$ cat src/rtl/phy_mgmt_defs.vh
// constants for the management, interrupt and rgmii configuration block
// included by the design files; definitions only
`ifndef PHY_MGMT_DEFS_VH
`define PHY_MGMT_DEFS_VH

// register addresses (5-bit management index)
`define ADDR_BASIC_CTRL 5'h00
`define ADDR_BASIC_STAT 5'h01
`define ADDR_AN_EXP 5'h06
`define ADDR_IDLE_CNT 5'h0a
`define ADDR_MODE_STAT 5'h11
`define ADDR_CTRL_IND 5'h1b
`define ADDR_SRC_FLAGS 5'h1d
`define ADDR_INT_MASK 5'h1e

// basic control fields
`define BC_RENEG 9
`define BC_ISOLATE 10

// delay enable fields of the control/indication register
`define CI_TX_DELAY 9
`define CI_RX_DELAY 8

// flag positions, shared by mask and flags
`define FL_TX_OVF 10
`define FL_TX_UNF 9
`define FL_IDLE_OVF 8
`define FL_ENERGY 7
`define FL_AN_DONE 6
`define FL_RFAULT 5
`define FL_LINK_DOWN 4
`define FL_PD_FAULT 2
`define FL_PAGE_RX 1
`define FLAG_IMPL 16'h07f6

`define MASK_RESET 16'h0000
// edge detector idle: energy present, link down
`define STAT_EDGE_RESET 9'h024
`define UNMAPPED_DATA 16'hffff

// energy timeout: 256 ms at a 4 ns clock
`define ENERGY_TIMEOUT_MS 256
`define CLK_PERIOD_NS 4
`define ENERGY_TIMEOUT_CYC (`ENERGY_TIMEOUT_MS * 1000000 / `CLK_PERIOD_NS)

`endif

$ cat src/rtl/mdio_slave.v
// serial management port slave: clause 22 frames sampled on mdc rising edges
// assumes mdc and mdio_in are already synchronised into clk
`timescale 1ns/1ns
`include "phy_mgmt_defs.vh"

module mdio_slave (
  // clock and reset
  input wire clk,
  input wire rst_n,
  // synchronised pins
  input wire mdc_s,
  input wire mdio_s,
  input wire [4:0] phy_addr,
  // management pin drive
  output reg mdio_out_ff,
  output reg mdio_oe_ff,
  // register access
  output reg wr_pulse_ff,
  output reg rd_pulse_ff,
  output reg [4:0] reg_addr_ff,
  output reg [15:0] wr_data_ff,
  input wire [15:0] rd_data
);

  localparam ST_PRE = 3'h0;
  localparam ST_HDR = 3'h1;
  localparam ST_TA = 3'h2;
  localparam ST_RD = 3'h3;
  localparam ST_WR = 3'h4;

  reg mdc_d_ff;
  reg [2:0] st_ff;
  reg [5:0] cnt_ff;
  reg [13:0] hdr_ff;
  reg [15:0] sh_ff;
  reg mine_ff;
  reg is_rd_ff;
  wire rise;
  wire fall;
  wire [13:0] hdr_n;

  assign rise = mdc_s & ~mdc_d_ff;
  assign fall = ~mdc_s & mdc_d_ff;
  assign hdr_n = {hdr_ff[12:0], mdio_s};

  always @(posedge clk or negedge rst_n) begin
    if (!rst_n) begin
      mdc_d_ff <= 1'b0;
      st_ff <= ST_PRE;
      cnt_ff <= 6'h00;
      hdr_ff <= 14'h0000;
      sh_ff <= 16'h0000;
      mine_ff <= 1'b0;
      is_rd_ff <= 1'b0;
      mdio_out_ff <= 1'b1;
      mdio_oe_ff <= 1'b0;
      wr_pulse_ff <= 1'b0;
      rd_pulse_ff <= 1'b0;
      reg_addr_ff <= 5'h00;
      wr_data_ff <= 16'h0000;
    end else begin
      mdc_d_ff <= mdc_s;
      wr_pulse_ff <= 1'b0;
      rd_pulse_ff <= 1'b0;
      if (rise) begin
        case (st_ff)
          ST_PRE: begin
            // 32 ones then start 01
            if (mdio_s)
              cnt_ff <= (cnt_ff == 6'h20) ? cnt_ff : cnt_ff + 6'h01;
            else if (cnt_ff == 6'h20) begin
              st_ff <= ST_HDR;
              cnt_ff <= 6'h00;
              hdr_ff <= 14'h0000;
            end else
              cnt_ff <= 6'h00;
          end
          ST_HDR: begin
            // start bit 1, op 2, phy 5, reg 5
            hdr_ff <= hdr_n;
            cnt_ff <= cnt_ff + 6'h01;
            if (cnt_ff == 6'h0c) begin
              is_rd_ff <= (hdr_n[11:10] == 2'b10);
              mine_ff <= hdr_n[12] && (hdr_n[9:5] == phy_addr) && (hdr_n[11] ^ hdr_n[10]);
              reg_addr_ff <= hdr_n[4:0];
              cnt_ff <= 6'h00;
              st_ff <= ST_TA;
            end
          end
          ST_TA: begin
            cnt_ff <= cnt_ff + 6'h01;
            if (cnt_ff == 6'h01) begin
              cnt_ff <= 6'h00;
              st_ff <= is_rd_ff ? ST_RD : ST_WR;
            end
          end
          ST_RD: begin
            cnt_ff <= cnt_ff + 6'h01;
            if (cnt_ff == 6'h0f) begin
              st_ff <= ST_PRE;
              cnt_ff <= 6'h00;
            end
          end
          default: begin
            sh_ff <= {sh_ff[14:0], mdio_s};
            cnt_ff <= cnt_ff + 6'h01;
            if (cnt_ff == 6'h0f) begin
              wr_data_ff <= {sh_ff[14:0], mdio_s};
              wr_pulse_ff <= mine_ff;
              st_ff <= ST_PRE;
              cnt_ff <= 6'h00;
            end
          end
        endcase
      end
      // drive read data after mdc falls
      if (fall) begin
        if (st_ff == ST_TA && is_rd_ff && mine_ff && cnt_ff == 6'h01) begin
          mdio_oe_ff <= 1'b1;
          mdio_out_ff <= 1'b0;
          sh_ff <= rd_data;
          // read side effects only once the word is captured
          rd_pulse_ff <= 1'b1;
        end else if (st_ff == ST_RD && mdio_oe_ff) begin
          mdio_out_ff <= sh_ff[15];
          sh_ff <= {sh_ff[14:0], 1'b0};
        end else begin
          mdio_oe_ff <= 1'b0;
          mdio_out_ff <= 1'b1;
        end
      end
    end
  end

endmodule

$ cat src/rtl/phy_mgmt_irq_rgmii_cfg.v
// management, interrupt and rgmii configuration of the transceiver
// assumes pins arrive asynchronous; line status comes from the media logic
// Contract
// - mac link is rxc, rxd[3:0], rxctrl out and txc, txd[3:0], txctrl in
// - device drives rxc, rxd, rxctrl; rxc times receive data
// - no-delay mode adds no internal clock delay
// - hybrid mode delays both transmit and receive clocks
// - bit 9 enables tx delay, bit 8 rx delay; 01b standard mode
// - delay bits reset from strap; high strap selects hybrid
// - isolate holds mac outputs high and ignores mac inputs
// - management port and interrupt keep working in isolate
// - isolate suspends media operations
// - unimplemented register reads return ffff
// - mdio sampled on rising mdc
// - active-low interrupt only for enabled events
// - interrupt asserts on event, deasserts on clearing condition
// - all enables cleared after reset
// - mask bits 10 and 9: buffer overflow, underflow, clear when resolved
// - flag 7 on rising energy, clears on fall or flags read
// - flag 6 on rising negotiation done, clears on fall or flags read
// - flag 5 rising fault, flag 4 link fall; status or flags read clears
// - flag 2 parallel fault; clears on fall, reads, renegotiate, link loss
// - flag 1 page received; clears on fall, reads, renegotiate, link loss
// - energy resets to one, clears after 256 ms without line energy
`timescale 1ns/1ns
`include "phy_mgmt_defs.vh"

module phy_mgmt_irq_rgmii_cfg #(
  parameter ENERGY_TIMEOUT = `ENERGY_TIMEOUT_CYC
) (
  // clock and reset
  input wire clk,
  input wire rst_n,
  // straps and address
  input wire delay_mode_strap,
  input wire [4:0] phy_addr,
  // management port pins
  input wire mdc,
  input wire mdio_in,
  output reg mdio_out_ff,
  output reg mdio_oe_ff,
  // interrupt pin
  output reg irq_n_ff,
  // mac transmit side
  input wire txc,
  input wire [3:0] txd,
  input wire txctrl,
  // mac receive side from core
  input wire rxc_core,
  input wire [3:0] rxd_core,
  input wire rxctrl_core,
  // mac receive pins
  output reg rxc_ff,
  output reg [3:0] rxd_ff,
  output reg rxctrl_ff,
  // transmit toward core
  output reg [3:0] core_txd_ff,
  output reg core_txctrl_ff,
  output reg core_txc_ff,
  // delay select to pads
  output reg tx_delay_en_ff,
  output reg rx_delay_en_ff,
  // media status inputs
  input wire line_energy,
  input wire an_complete,
  input wire remote_fault,
  input wire link_up,
  input wire pd_fault,
  input wire page_rx,
  input wire tx_overflow,
  input wire tx_underflow,
  input wire idle_err_ovf,
  // media control
  output reg media_enable_ff,
  output reg renegotiate_ff
);

  reg [1:0] mdc_sy_ff;
  reg [1:0] mdio_sy_ff;
  reg [1:0] strap_sy_ff;
  reg [5:0] tx_sy_ff;
  reg [15:0] ctrl_ff;
  reg [1:0] delay_ff;
  reg strap_done_ff;
  reg [15:0] mask_ff;
  reg [15:0] flags_ff;
  reg [15:0] nxt_flags;
  reg energy_ff;
  reg [31:0] quiet_cnt_ff;
  reg [8:0] stat_d_ff;
  reg [15:0] rd_data;
  wire wr_pulse;
  wire rd_pulse;
  wire [4:0] reg_addr;
  wire [15:0] wr_data;
  wire mdio_out_w;
  wire mdio_oe_w;
  wire isolate;
  wire [8:0] stat;
  wire [8:0] rise;
  wire [8:0] fall;
  wire rd_flags;
  wire rd_basic;
  wire rd_exp;
  wire link_lost;
  wire reneg;

  assign isolate = ctrl_ff[`BC_ISOLATE];
  assign stat = {tx_overflow, tx_underflow, idle_err_ovf, energy_ff, an_complete,
                 remote_fault, ~link_up, pd_fault, page_rx};
  assign rise = stat & ~stat_d_ff;
  assign fall = ~stat & stat_d_ff;
  assign rd_flags = rd_pulse && reg_addr == `ADDR_SRC_FLAGS;
  assign rd_basic = rd_pulse && reg_addr == `ADDR_BASIC_STAT;
  assign rd_exp = rd_pulse && reg_addr == `ADDR_AN_EXP;
  assign link_lost = rise[2];
  assign reneg = renegotiate_ff;

  always @(posedge clk or negedge rst_n) begin
    if (!rst_n) begin
      mdc_sy_ff <= 2'b00;
      mdio_sy_ff <= 2'b11;
      tx_sy_ff <= 6'h00;
    end else begin
      mdc_sy_ff <= {mdc_sy_ff[0], mdc};
      mdio_sy_ff <= {mdio_sy_ff[0], mdio_in};
      tx_sy_ff <= {txc, txctrl, txd};
    end
  end

  // strap sampled while reset is held
  always @(posedge clk) begin
    strap_sy_ff <= {strap_sy_ff[0], delay_mode_strap};
  end

  mdio_slave u_mdio (
    .clk(clk),
    .rst_n(rst_n),
    .mdc_s(mdc_sy_ff[1]),
    .mdio_s(mdio_sy_ff[1]),
    .phy_addr(phy_addr),
    .mdio_out_ff(mdio_out_w),
    .mdio_oe_ff(mdio_oe_w),
    .wr_pulse_ff(wr_pulse),
    .rd_pulse_ff(rd_pulse),
    .reg_addr_ff(reg_addr),
    .wr_data_ff(wr_data),
    .rd_data(rd_data)
  );

  always @(posedge clk or negedge rst_n) begin
    if (!rst_n) begin
      mdio_out_ff <= 1'b1;
      mdio_oe_ff <= 1'b0;
    end else begin
      mdio_out_ff <= mdio_out_w;
      mdio_oe_ff <= mdio_oe_w;
    end
  end

  // control, mask and delay registers
  always @(posedge clk or negedge rst_n) begin
    if (!rst_n) begin
      ctrl_ff <= 16'h0000;
      mask_ff <= `MASK_RESET;
      delay_ff <= 2'b00;
      strap_done_ff <= 1'b0;
      renegotiate_ff <= 1'b0;
    end else begin
      renegotiate_ff <= 1'b0;
      if (!strap_done_ff) begin
        strap_done_ff <= 1'b1;
        delay_ff <= {strap_sy_ff[1], strap_sy_ff[1]};
      end else if (wr_pulse && reg_addr == `ADDR_CTRL_IND) begin
        delay_ff <= {wr_data[`CI_TX_DELAY], wr_data[`CI_RX_DELAY]};
      end
      if (wr_pulse && reg_addr == `ADDR_BASIC_CTRL) begin
        ctrl_ff <= wr_data & ~(16'h0001 << `BC_RENEG);
        renegotiate_ff <= wr_data[`BC_RENEG];
      end
      if (wr_pulse && reg_addr == `ADDR_INT_MASK)
        mask_ff <= wr_data & `FLAG_IMPL;
    end
  end

  always @(posedge clk or negedge rst_n) begin
    if (!rst_n) begin
      tx_delay_en_ff <= 1'b0;
      rx_delay_en_ff <= 1'b0;
    end else begin
      tx_delay_en_ff <= delay_ff[1];
      rx_delay_en_ff <= delay_ff[0];
    end
  end

  always @(posedge clk or negedge rst_n) begin
    if (!rst_n) begin
      energy_ff <= 1'b1;
      quiet_cnt_ff <= 32'h00000000;
    end else if (line_energy) begin
      energy_ff <= 1'b1;
      quiet_cnt_ff <= 32'h00000000;
    end else if (quiet_cnt_ff >= ENERGY_TIMEOUT - 1) begin
      energy_ff <= 1'b0;
    end else begin
      quiet_cnt_ff <= quiet_cnt_ff + 32'h00000001;
    end
  end

  // source flag update; set wins over clear
  always @* begin
    nxt_flags = flags_ff;
    nxt_flags[`FL_TX_OVF] = tx_overflow;
    nxt_flags[`FL_TX_UNF] = tx_underflow;
    if (rd_pulse && reg_addr == `ADDR_IDLE_CNT)
      nxt_flags[`FL_IDLE_OVF] = 1'b0;
    if (rise[6])
      nxt_flags[`FL_IDLE_OVF] = 1'b1;
    if (fall[5] || rd_flags)
      nxt_flags[`FL_ENERGY] = 1'b0;
    if (rise[5])
      nxt_flags[`FL_ENERGY] = 1'b1;
    if (fall[4] || rd_flags)
      nxt_flags[`FL_AN_DONE] = 1'b0;
    if (rise[4])
      nxt_flags[`FL_AN_DONE] = 1'b1;
    if (fall[3] || rd_flags || rd_basic)
      nxt_flags[`FL_RFAULT] = 1'b0;
    if (rise[3])
      nxt_flags[`FL_RFAULT] = 1'b1;
    if (rd_flags || rd_basic)
      nxt_flags[`FL_LINK_DOWN] = 1'b0;
    if (rise[2])
      nxt_flags[`FL_LINK_DOWN] = 1'b1;
    if (fall[1] || rd_flags || rd_exp || reneg || link_lost)
      nxt_flags[`FL_PD_FAULT] = 1'b0;
    if (rise[1])
      nxt_flags[`FL_PD_FAULT] = 1'b1;
    if (fall[0] || rd_flags || rd_exp || reneg || link_lost)
      nxt_flags[`FL_PAGE_RX] = 1'b0;
    if (rise[0])
      nxt_flags[`FL_PAGE_RX] = 1'b1;
    nxt_flags = nxt_flags & `FLAG_IMPL;
  end

  always @(posedge clk or negedge rst_n) begin
    if (!rst_n) begin
      flags_ff <= 16'h0000;
      stat_d_ff <= `STAT_EDGE_RESET;
    end else begin
      flags_ff <= nxt_flags;
      stat_d_ff <= stat;
    end
  end

  always @(posedge clk or negedge rst_n) begin
    if (!rst_n)
      irq_n_ff <= 1'b1;
    else
      irq_n_ff <= ~|(flags_ff & mask_ff);
  end

  always @* begin
    if (reg_addr == `ADDR_BASIC_CTRL)
      rd_data = ctrl_ff;
    else if (reg_addr == `ADDR_BASIC_STAT)
      rd_data = {10'h000, an_complete, remote_fault, 1'b0, link_up, 2'b00};
    else if (reg_addr == `ADDR_AN_EXP)
      rd_data = {11'h000, pd_fault, 2'b00, page_rx, 1'b0};
    else if (reg_addr == `ADDR_MODE_STAT)
      rd_data = {14'h0000, energy_ff, 1'b0};
    else if (reg_addr == `ADDR_CTRL_IND)
      rd_data = {6'h00, delay_ff, 8'h00};
    else if (reg_addr == `ADDR_SRC_FLAGS)
      rd_data = flags_ff;
    else if (reg_addr == `ADDR_INT_MASK)
      rd_data = mask_ff;
    else
      rd_data = `UNMAPPED_DATA;
  end

  always @(posedge clk or negedge rst_n) begin
    if (!rst_n) begin
      rxc_ff <= 1'b1;
      rxd_ff <= 4'hf;
      rxctrl_ff <= 1'b1;
    end else if (isolate) begin
      rxc_ff <= 1'b1;
      rxd_ff <= 4'hf;
      rxctrl_ff <= 1'b1;
    end else begin
      rxc_ff <= rxc_core;
      rxd_ff <= rxd_core;
      rxctrl_ff <= rxctrl_core;
    end
  end

  always @(posedge clk or negedge rst_n) begin
    if (!rst_n) begin
      core_txd_ff <= 4'h0;
      core_txctrl_ff <= 1'b0;
      core_txc_ff <= 1'b0;
    end else if (isolate) begin
      core_txd_ff <= 4'h0;
      core_txctrl_ff <= 1'b0;
      core_txc_ff <= 1'b0;
    end else begin
      core_txd_ff <= tx_sy_ff[3:0];
      core_txctrl_ff <= tx_sy_ff[4];
      core_txc_ff <= tx_sy_ff[5];
    end
  end

  always @(posedge clk or negedge rst_n) begin
    if (!rst_n)
      media_enable_ff <= 1'b0;
    else
      media_enable_ff <= ~isolate;
  end

endmodule

$ cat config.mk
export PLATFORM = sky130hd
export DESIGN_NAME = phy_mgmt_irq_rgmii_cfg
export DESIGN_NICKNAME = d
export VERILOG_FILES = /design/src/rtl/mdio_slave.v /design/src/rtl/phy_mgmt_irq_rgmii_cfg.v
export VERILOG_INCLUDE_DIRS = /design/src /design/src/rtl
export SDC_FILE = /design/constraint.sdc
export NUM_CORES = 1
export LEC_CHECK = 0
export BUFFER_PORTS_ARGS = -buffer_cell sky130_fd_sc_hd__buf_2
export CAP_MARGIN = 20
export CORE_MARGIN = 3
export CORE_UTILIZATION = 30
export DETAILED_ROUTE_END_ITERATION = 10
export PLACE_DENSITY_LB_ADDON = 0.08
export SLEW_MARGIN = 30
export SYNTH_ARGS = -nofsm -noshare
export SYNTH_HDL_FRONTEND = slang
export SYNTH_SLANG_ARGS = --single-unit
$ cat constraint.sdc
create_clock -name clk -period 1.9 [get_ports clk]
set_input_delay 0.095 -clock clk [delete_from_list [all_inputs] [get_ports clk]]
set_output_delay 0.095 -clock clk [all_outputs]
set_load 0.05 [all_outputs]
==> run summary, run 1 <==
Yosys warnings = 0
startpoint class of the critical path = flop
FILL cells = 2,449
first-pass GRT wire length = 33.1 mm
Die Y = 167 µm
EDFF count, synth = 0
Starting Density = 0.307
Leak = 4.62 nW
setup tns final = -592 ps
# rows = 58
reg2reg start = quiet_cnt_ff[17]
Via density = 4.94
DRT Wirelength = 20.3 mm
Ports = 50
post-place instance area = 9130 µm²
Slew Limit Headroom = 0.659
WP buf/inv = 2
clock buffer depth = 2
ys async rst share = 0.988
Hold WC Path Type = input port to flop
TritonCTS Buffers = 17
DRT antenna net count = 0
Post-route DRC = 0
DR pass1 iterations = 7
P_int = 5.75 mW
peak supply drop = 580 µV
final worst slack = -91.3 ps
CTS HTree Levels = 4
initial antenna violation count = 0
routed length per instance = 16.5 µm
fin area = 10,500 µm²
Max Fclk = 0.502 GHz
crit path cell chain = or4_4, nor4_4, buf_6, buf_6, a211oi_4, a31o_1, a21oi_2
critical path class = flop to flop
total congestion overflow = 0
Syn Area/Cell = 11.0 µm²
Syn Inst Count = 709
drt initial violations = 389
R2R setup slack = -90 ps
switch share = 0.267
Main synth FF type = dfrtp_1
ant diodes = 0
multi-input logic area = 3540 µm²
share of layout cells above drive strength 1 = 0.376
Mapped Area = 7810 µm²
final hold vios = 0
Comb pwr share = 0.077
Final Cycle Share = 1.05
Critical Path AT = 2350 ps
CP required = 2260 ps
R2R depth = 7
Reg area = 4320 µm²
clk slew on worst S/H paths = 70 ps
Port Buf Inserts = 49
Finish-stage setup viols = 19
sequential share of power = 0.486
outcome = finished, violations left
CP endpoint kind = flop
power per cell area = 751 nW/µm²
global placer's final weighted congestion = 0.789
Max-Cap Viols = 0
area delta synth->final = 33.9%
die area = 28,000 µm²
max-slew violation count = 0
Tmin final = 1990 ps
failing checks = negative setup slack
CTS tree = yes
Root Buffer = clkbuf_16
Crit. Startpoint = quiet_cnt_ff[17]
CP max FO = 8
Core Footprint = 25,400 µm²
CP peak stage delay = 550 ps
family with the most delay on the worst path = simple AND/OR/NAND/NOR gates
largest net degree at the start of global routing = 74
nets@finish = 920
clock latency on the worst-skew pair = 440 ps
DR vias = 6,060
Total GRT Usage = 0.145
WP depth = 7
slew at the pin with the worst max-slew slack = 510 ps
CTS Sinks = 172
Critical Path End = quiet_cnt_ff[19]
register area share after synthesis = 0.552
Yosys reg bits = 172
clock share of power = 0.437
final clock skew = 19.9 ps
syn_nets = 745
vias in the first global route = 6,180
Worst path slowest cell = or4_4
unrepaired setup endpoints after global routing = yes
unique cell type count in the Yosys netlist = 79
Crit path top cell by count = buf_6
R2R Path End = quiet_cnt_ff[19]
NetSw = 2.10 mW
post-DP HPWL = 13.6 mm
die width = 167 µm
## synthesized netlist by cell type (3+ instances only)
cell | instances | area [µm²]
mux2i_1 | 7 | 70.1
or4_1 | 8 | 60.1
o21ai_0 | 40 | 200
nand2b_1 | 7 | 43.8
nor4_1 | 4 | 25.0
a221oi_1 | 4 | 35.0
nand3_1 | 20 | 100
nor4_4 | 3 | 63.8
inv_1 | 35 | 131
clkbuf_1 | 18 | 67.6
a211oi_1 | 3 | 22.5
nand4_1 | 22 | 138
o22ai_1 | 12 | 75.1
a2bb2oi_1 | 5 | 43.8
nand2_1 | 55 | 206
buf_6 | 3 | 33.8
a22oi_1 | 9 | 67.6
or3_1 | 9 | 56.3
o21ai_1 | 3 | 15.0
nand3b_1 | 6 | 45.0
nor2b_1 | 21 | 131
xnor2_1 | 5 | 43.8
ha_1 | 5 | 62.6
mux2_2 | 47 | 529
a21oi_1 | 38 | 190
dfrtp_1 | 156 | 3900
o31ai_1 | 8 | 60.1
dfstp_2 | 14 | 368
nor2_1 | 31 | 116
and3_1 | 3 | 18.8
o21a_1 | 4 | 30.0
nor4_2 | 3 | 37.5
a31oi_1 | 7 | 43.8
buf_2 | 10 | 50.1
nand4b_1 | 4 | 35.0
or2_2 | 8 | 50.1
and2_1 | 5 | 31.3
nor3_1 | 10 | 50.1
nor4b_1 | 3 | 26.3
## metrics by stage
stage | power (mW) | hold slack [ps] | utilization | instances | setup slack [ps]
3_3_place_gp | 4.39 | -25.1 | 0.360 | 1154 | -205
5_1_grt | 8.19 | 53.8 | 0.412 | 1227 | -154
2_1_floorplan | 4.13 | -201 | - | 709 | 2.71
3_5_place_dp | 4.40 | -25.9 | 0.360 | 1154 | -234
4_1_cts | 7.93 | 19.4 | 0.400 | 1217 | -84.9
6_report | 7.85 | 41.9 | 0.412 | 1227 | -91.3
## worst min path at each step
stage                startpoint                    end  cells after the start
floorplan                 rst_n            core_txc_ff                      0
global placement          rst_n            ctrl_ff[11]                      1
detailed placement        rst_n  u_mdio.wr_data_ff[11]                      1
CTS                 line_energy       quiet_cnt_ff[24]                      3
global route        line_energy       quiet_cnt_ff[24]                      3
finish              line_energy       quiet_cnt_ff[24]                      3
## sequential cells by signal (all words and copies together) (netlist names), 3 cells and up
signal	flops
tx_sy_ff	6
u_mdio.hdr_ff	12
mask_ff	9
quiet_cnt_ff	32
u_mdio.cnt_ff	6
u_mdio.sh_ff	16
flags_ff	9
core_txd_ff	4
u_mdio.reg_addr_ff	5
rxd_ff	4
stat_d_ff	7
u_mdio.st_ff	3
ctrl_ff	15
u_mdio.wr_data_ff	16
## cells by family after synthesis
family / synth area share
xor+xnor: 0.00785
other cells: 0.000480
simple gates: 0.176
mux: 0.0768
fa+ha+maj: 0.00801
buf+inv: 0.0372
flops: 0.552
compound gates: 0.141
## final cells by class
cell class / count / share of cell area
Multi-Input combinational cell: 472 / 0.339
Sequential cell: 172 / 0.413
Timing Repair Buffer: 186 / 0.142
Inverter: 35 / 0.0126
Clock inverter: 15 / 0.0141
Tap cell: 330 / 0.0395
Clock buffer: 17 / 0.0407
## tightest hold or removal path, delay by kind of cell
kind / cells / cell delay, ps
buffers and inverters: 1 / 160
AND/OR/NAND/NOR: 2 / 180
## power by group through the flow
stage | logic, mW | registers [mW] | clock network (mW)
5_1_grt | 0.668 | 3.82 | 3.70
2_1_floorplan | 0.180 | 3.95 | 0
3_3_place_gp | 0.512 | 3.88 | 0
6_report | 0.603 | 3.82 | 3.43
4_1_cts | 0.571 | 3.82 | 3.54
3_5_place_dp | 0.517 | 3.88 | 0
## cell usage in the layout, fill, tap and decap left out, types with 8 or more instances in the layout
cell / instances
nand2_1: 52
inv_1: 35
nor2_1: 25
buf_4: 96
nor2b_1: 20
nand4_1: 22
dfstp_2: 14
o22ai_1: 11
buf_2: 48
dlygate4sd3_1: 24
mux2_2: 46
a21oi_1: 34
or2_2: 8
nand3_1: 19
dfrtp_1: 153
buf_6: 10
o21ai_0: 34
clkbuf_16: 19
a22oi_1: 9
## repair_timing
item	4_1_cts	5_1_grt
resized for setup	28	52
hold buffers	24	0
setup buffers	6	8
pin swaps	21	22
endpoints found under the hold margin	185	0
gates cloned	2	2
setup endpoints to repair	34	76
## routing by layer
layer  wire (µm)  part of all wire  vias up  track usage
met1       10200              0.50     3020        0.212
met3         593             0.029       12       0.0279
met4         167            0.0082        0       0.0381
met5           0                 0        -            0
li1            -                 -     2941            -
met2        9280              0.46       87        0.222
(Power assumes the default switching activity.)
==> inputs of run 2 (changes only) <==
Settings changed: CORE_ASPECT_RATIO set to 1.4.
==> run 2 against run 1 <==
Against the previous run: the flow still finishes with violations (negative setup slack); non-clock buffer count shrank 7; clock power is 7.0% higher; routed wire length up 0.20%; utilization down 0.41 points; largest cell class unchanged; largest power group unchanged; combinational power down 3%; worst setup slack worse by 23 ps; design area is 0.73% lower.
==> run summary, run 2 (same netlist as run 1, synthesis figures left out) <==
outcome = finished, violations left
failing checks = negative setup slack
Crit. Startpoint = quiet_cnt_ff[19]
slew at the pin with the worst max-slew slack = 526 ps (+16.1 ps)
ant diodes = 0 (unchanged)
CP peak stage delay = 470 ps (-80 ps)
FILL cells = 2,438 (-0.45%)
unrepaired setup endpoints after global routing = yes
CP max FO = 8 (unchanged)
crit path cell chain = buf_4, nor3_4, a211oi_2, a211o_4, buf_12, or4_4, a21oi_2
vias in the first global route = 6,447 (+4.3%)
CP endpoint kind = flop
global placer's final weighted congestion = 0.798 (+1.2%)
Post-route DRC = 0 (unchanged)
DRT antenna net count = 0 (unchanged)
clock share of power = 0.455 (+0.018)
worst slack, placed = -157 ps (+76.9 ps)
final worst slack = -115 ps (-23.4 ps)
TritonCTS Buffers = 17 (unchanged)
initial antenna violation count = 0 (unchanged)
total congestion overflow = 0 (unchanged)
Worst path slowest cell = or4_4
sequential share of power = 0.473 (-0.013)
max-slew violation count = 0 (unchanged)
CTS HTree Levels = 4 (unchanged)
Via density = 5.03 (+1.8%)
Critical Path AT = 2380 ps (+30 ps)
DR vias = 6,068 (+0.13%)
area delta synth->final = 33.0%
Max-Cap Viols = 0 (unchanged)
most common cell after layout, fill and taps aside = dfrtp_1
final hold vios = 0 (unchanged)
peak supply drop = 626 µV (+7.8%)
Comb pwr share = 0.072 (-0.005)
first-pass GRT wire length = 33.7 mm (+1.8%)
drt initial violations = 327 (-16%)
Root Buffer = clkbuf_16
die width = 142 µm (-15%)
CTS tree = yes
nets@finish = 911 (-0.98%)
critical path class = flop to flop
hold path start = phy_addr[3]
DRT Wirelength = 20.3 mm (+0.20%)
routed length per instance = 16.8 µm (+1.9%)
Hold Worst Slack = 91.9 ps (+50.0 ps)
DR pass1 iterations = 5 (-2)
Largest register FFs = 32 (unchanged)
total design power = 8.07 mW (+2.7%)
Core Footprint = 25,500 µm² (+0.27%)
# rows = 69 (+19%)
final clock skew = 10.0 ps (-9.86 ps)
Port Buf Inserts = 49 (unchanged)
post-DP HPWL = 14.2 mm (+5.1%)
family with the most delay on the worst path = simple AND/OR/NAND/NOR gates
power per cell area = 777 nW/µm² (+3.5%)
clock latency on the worst-skew pair = 430 ps (about the same)
Ports = 50 (unchanged)
P_int = 6.08 mW (+5.8%)
post-place instance area = 9140 µm² (about the same)
NetSw = 1.98 mW (-5.6%)
most frequent cells in the layout = 153 x dfrtp_1, 95 x buf_4, 54 x nand2_1
R2R setup slack = -110 ps (-20 ps)
reg2reg start = quiet_cnt_ff[19]
startpoint class of the critical path = flop
Max Fclk = 0.496 GHz (-1.2%)
CP required = 2260 ps (about the same)
fin area = 10,400 µm² (-0.73%)
Starting Density = 0.307 (-0.000830)
die area = 28,000 µm² (about the same)
CTS Sinks = 172 (unchanged)
Total GRT Usage = 0.151 (+0.00560)
setup tns final = -1070 ps (-475 ps)
Hold WC Path Type = input port to flop
share of layout cells above drive strength 1 = 0.369 (-0.00633)
switch share = 0.246 (-0.0216)
Final Cycle Share = 1.06 (+0.0123)
Biggest register = quiet_cnt_ff
WP buf/inv = 2 (unchanged)
Largest regs = quiet_cnt_ff: 32 flops, u_mdio.sh_ff: 16 flops, u_mdio.wr_data_ff: 16 flops
clock buffer depth = 2 (unchanged)
Leak = 4.58 nW (-0.79%)
Slew Limit Headroom = 0.649 (-0.00966)
Finish-stage setup viols = 21 (+2)
Die Y = 197 µm (+18%)
largest net degree at the start of global routing = 52 (-30%)
clk slew on worst S/H paths = 70 ps (about the same)
Tmin final = 2010 ps (+23.4 ps)
[run 2: cell count changes in the layout (fill, tap and decap cells not counted), sizes merged]
cell	before	now
buf	160	153
bufinv	0	3
clkinvlp	3	1
dlygate4sd3	24	25
a211o	5	3
clkbuf	19	18
clkinv	3	5
inv	44	41
[run 2: routing by layer]
metal	global-route usage	vias to the layer above	part of all wire
li1	-	2913	-
met1	0.183	3057	0.43
met2	0.267	78	0.54
met3	0.0279	20	0.020
met4	0.0507	0	0.014
met5	0	-	0
[run 2: what timing repair did]
item	4_1_cts	5_1_grt
endpoints found under the setup margin	37	72
setup buffers	4	2
gates resized for setup	10	62
hold endpoints to repair	130	0
cloned	0	1
pin swaps	5	28
hold buffers	25	0
[run 2: power by group through the flow]
stage          Clock [mW]  Sequential (mW)  Combinational, mW
5_1_grt              3.94             3.82              0.644
4_1_cts              3.81             3.82              0.575
2_1_floorplan           0             3.95              0.180
3_5_place_dp            0             3.88              0.527
6_report             3.67             3.81              0.584
3_3_place_gp            0             3.88              0.515
[run 2: through the flow]
stage / std cells / utilization
detailed placement: 1144 / 0.359
global route: 1207 / 0.408
global placement: 1144 / 0.359
floorplan: 709 / -
finish: 1207 / 0.408
CTS: 1204 / 0.396
[run 2: tightest hold or removal path: cells and delay by family]
family	cells	cell delay, ps
AND/OR/NAND/NOR	2	190
buffers and inverters	1	80
AO/OA/AOI/OAI	1	70
XOR/XNOR	1	50
[run 2: worst paths after layout]
check / endpoint / cells after the start
max: quiet_cnt_ff[7] / 7
min: u_mdio.mine_ff / 5
max reg2reg: quiet_cnt_ff[7] / 7
min reg2reg: strap_sy_ff[1] / 0
max in group asynchronous: rxd_ff[3] / 3
min in group asynchronous: u_mdio.wr_data_ff[11] / 2
[run 2: area by class of cell]
type	instances	area, µm²	area share
flip-flops and latches	172	4320	0.416
multi-input cells	470	3520	0.339
repair buffers	179	1400	0.135
clock buffers	17	425	0.0410
well taps	319	399	0.0385
clock inverters	15	185	0.0178
inverters	35	131	0.0127
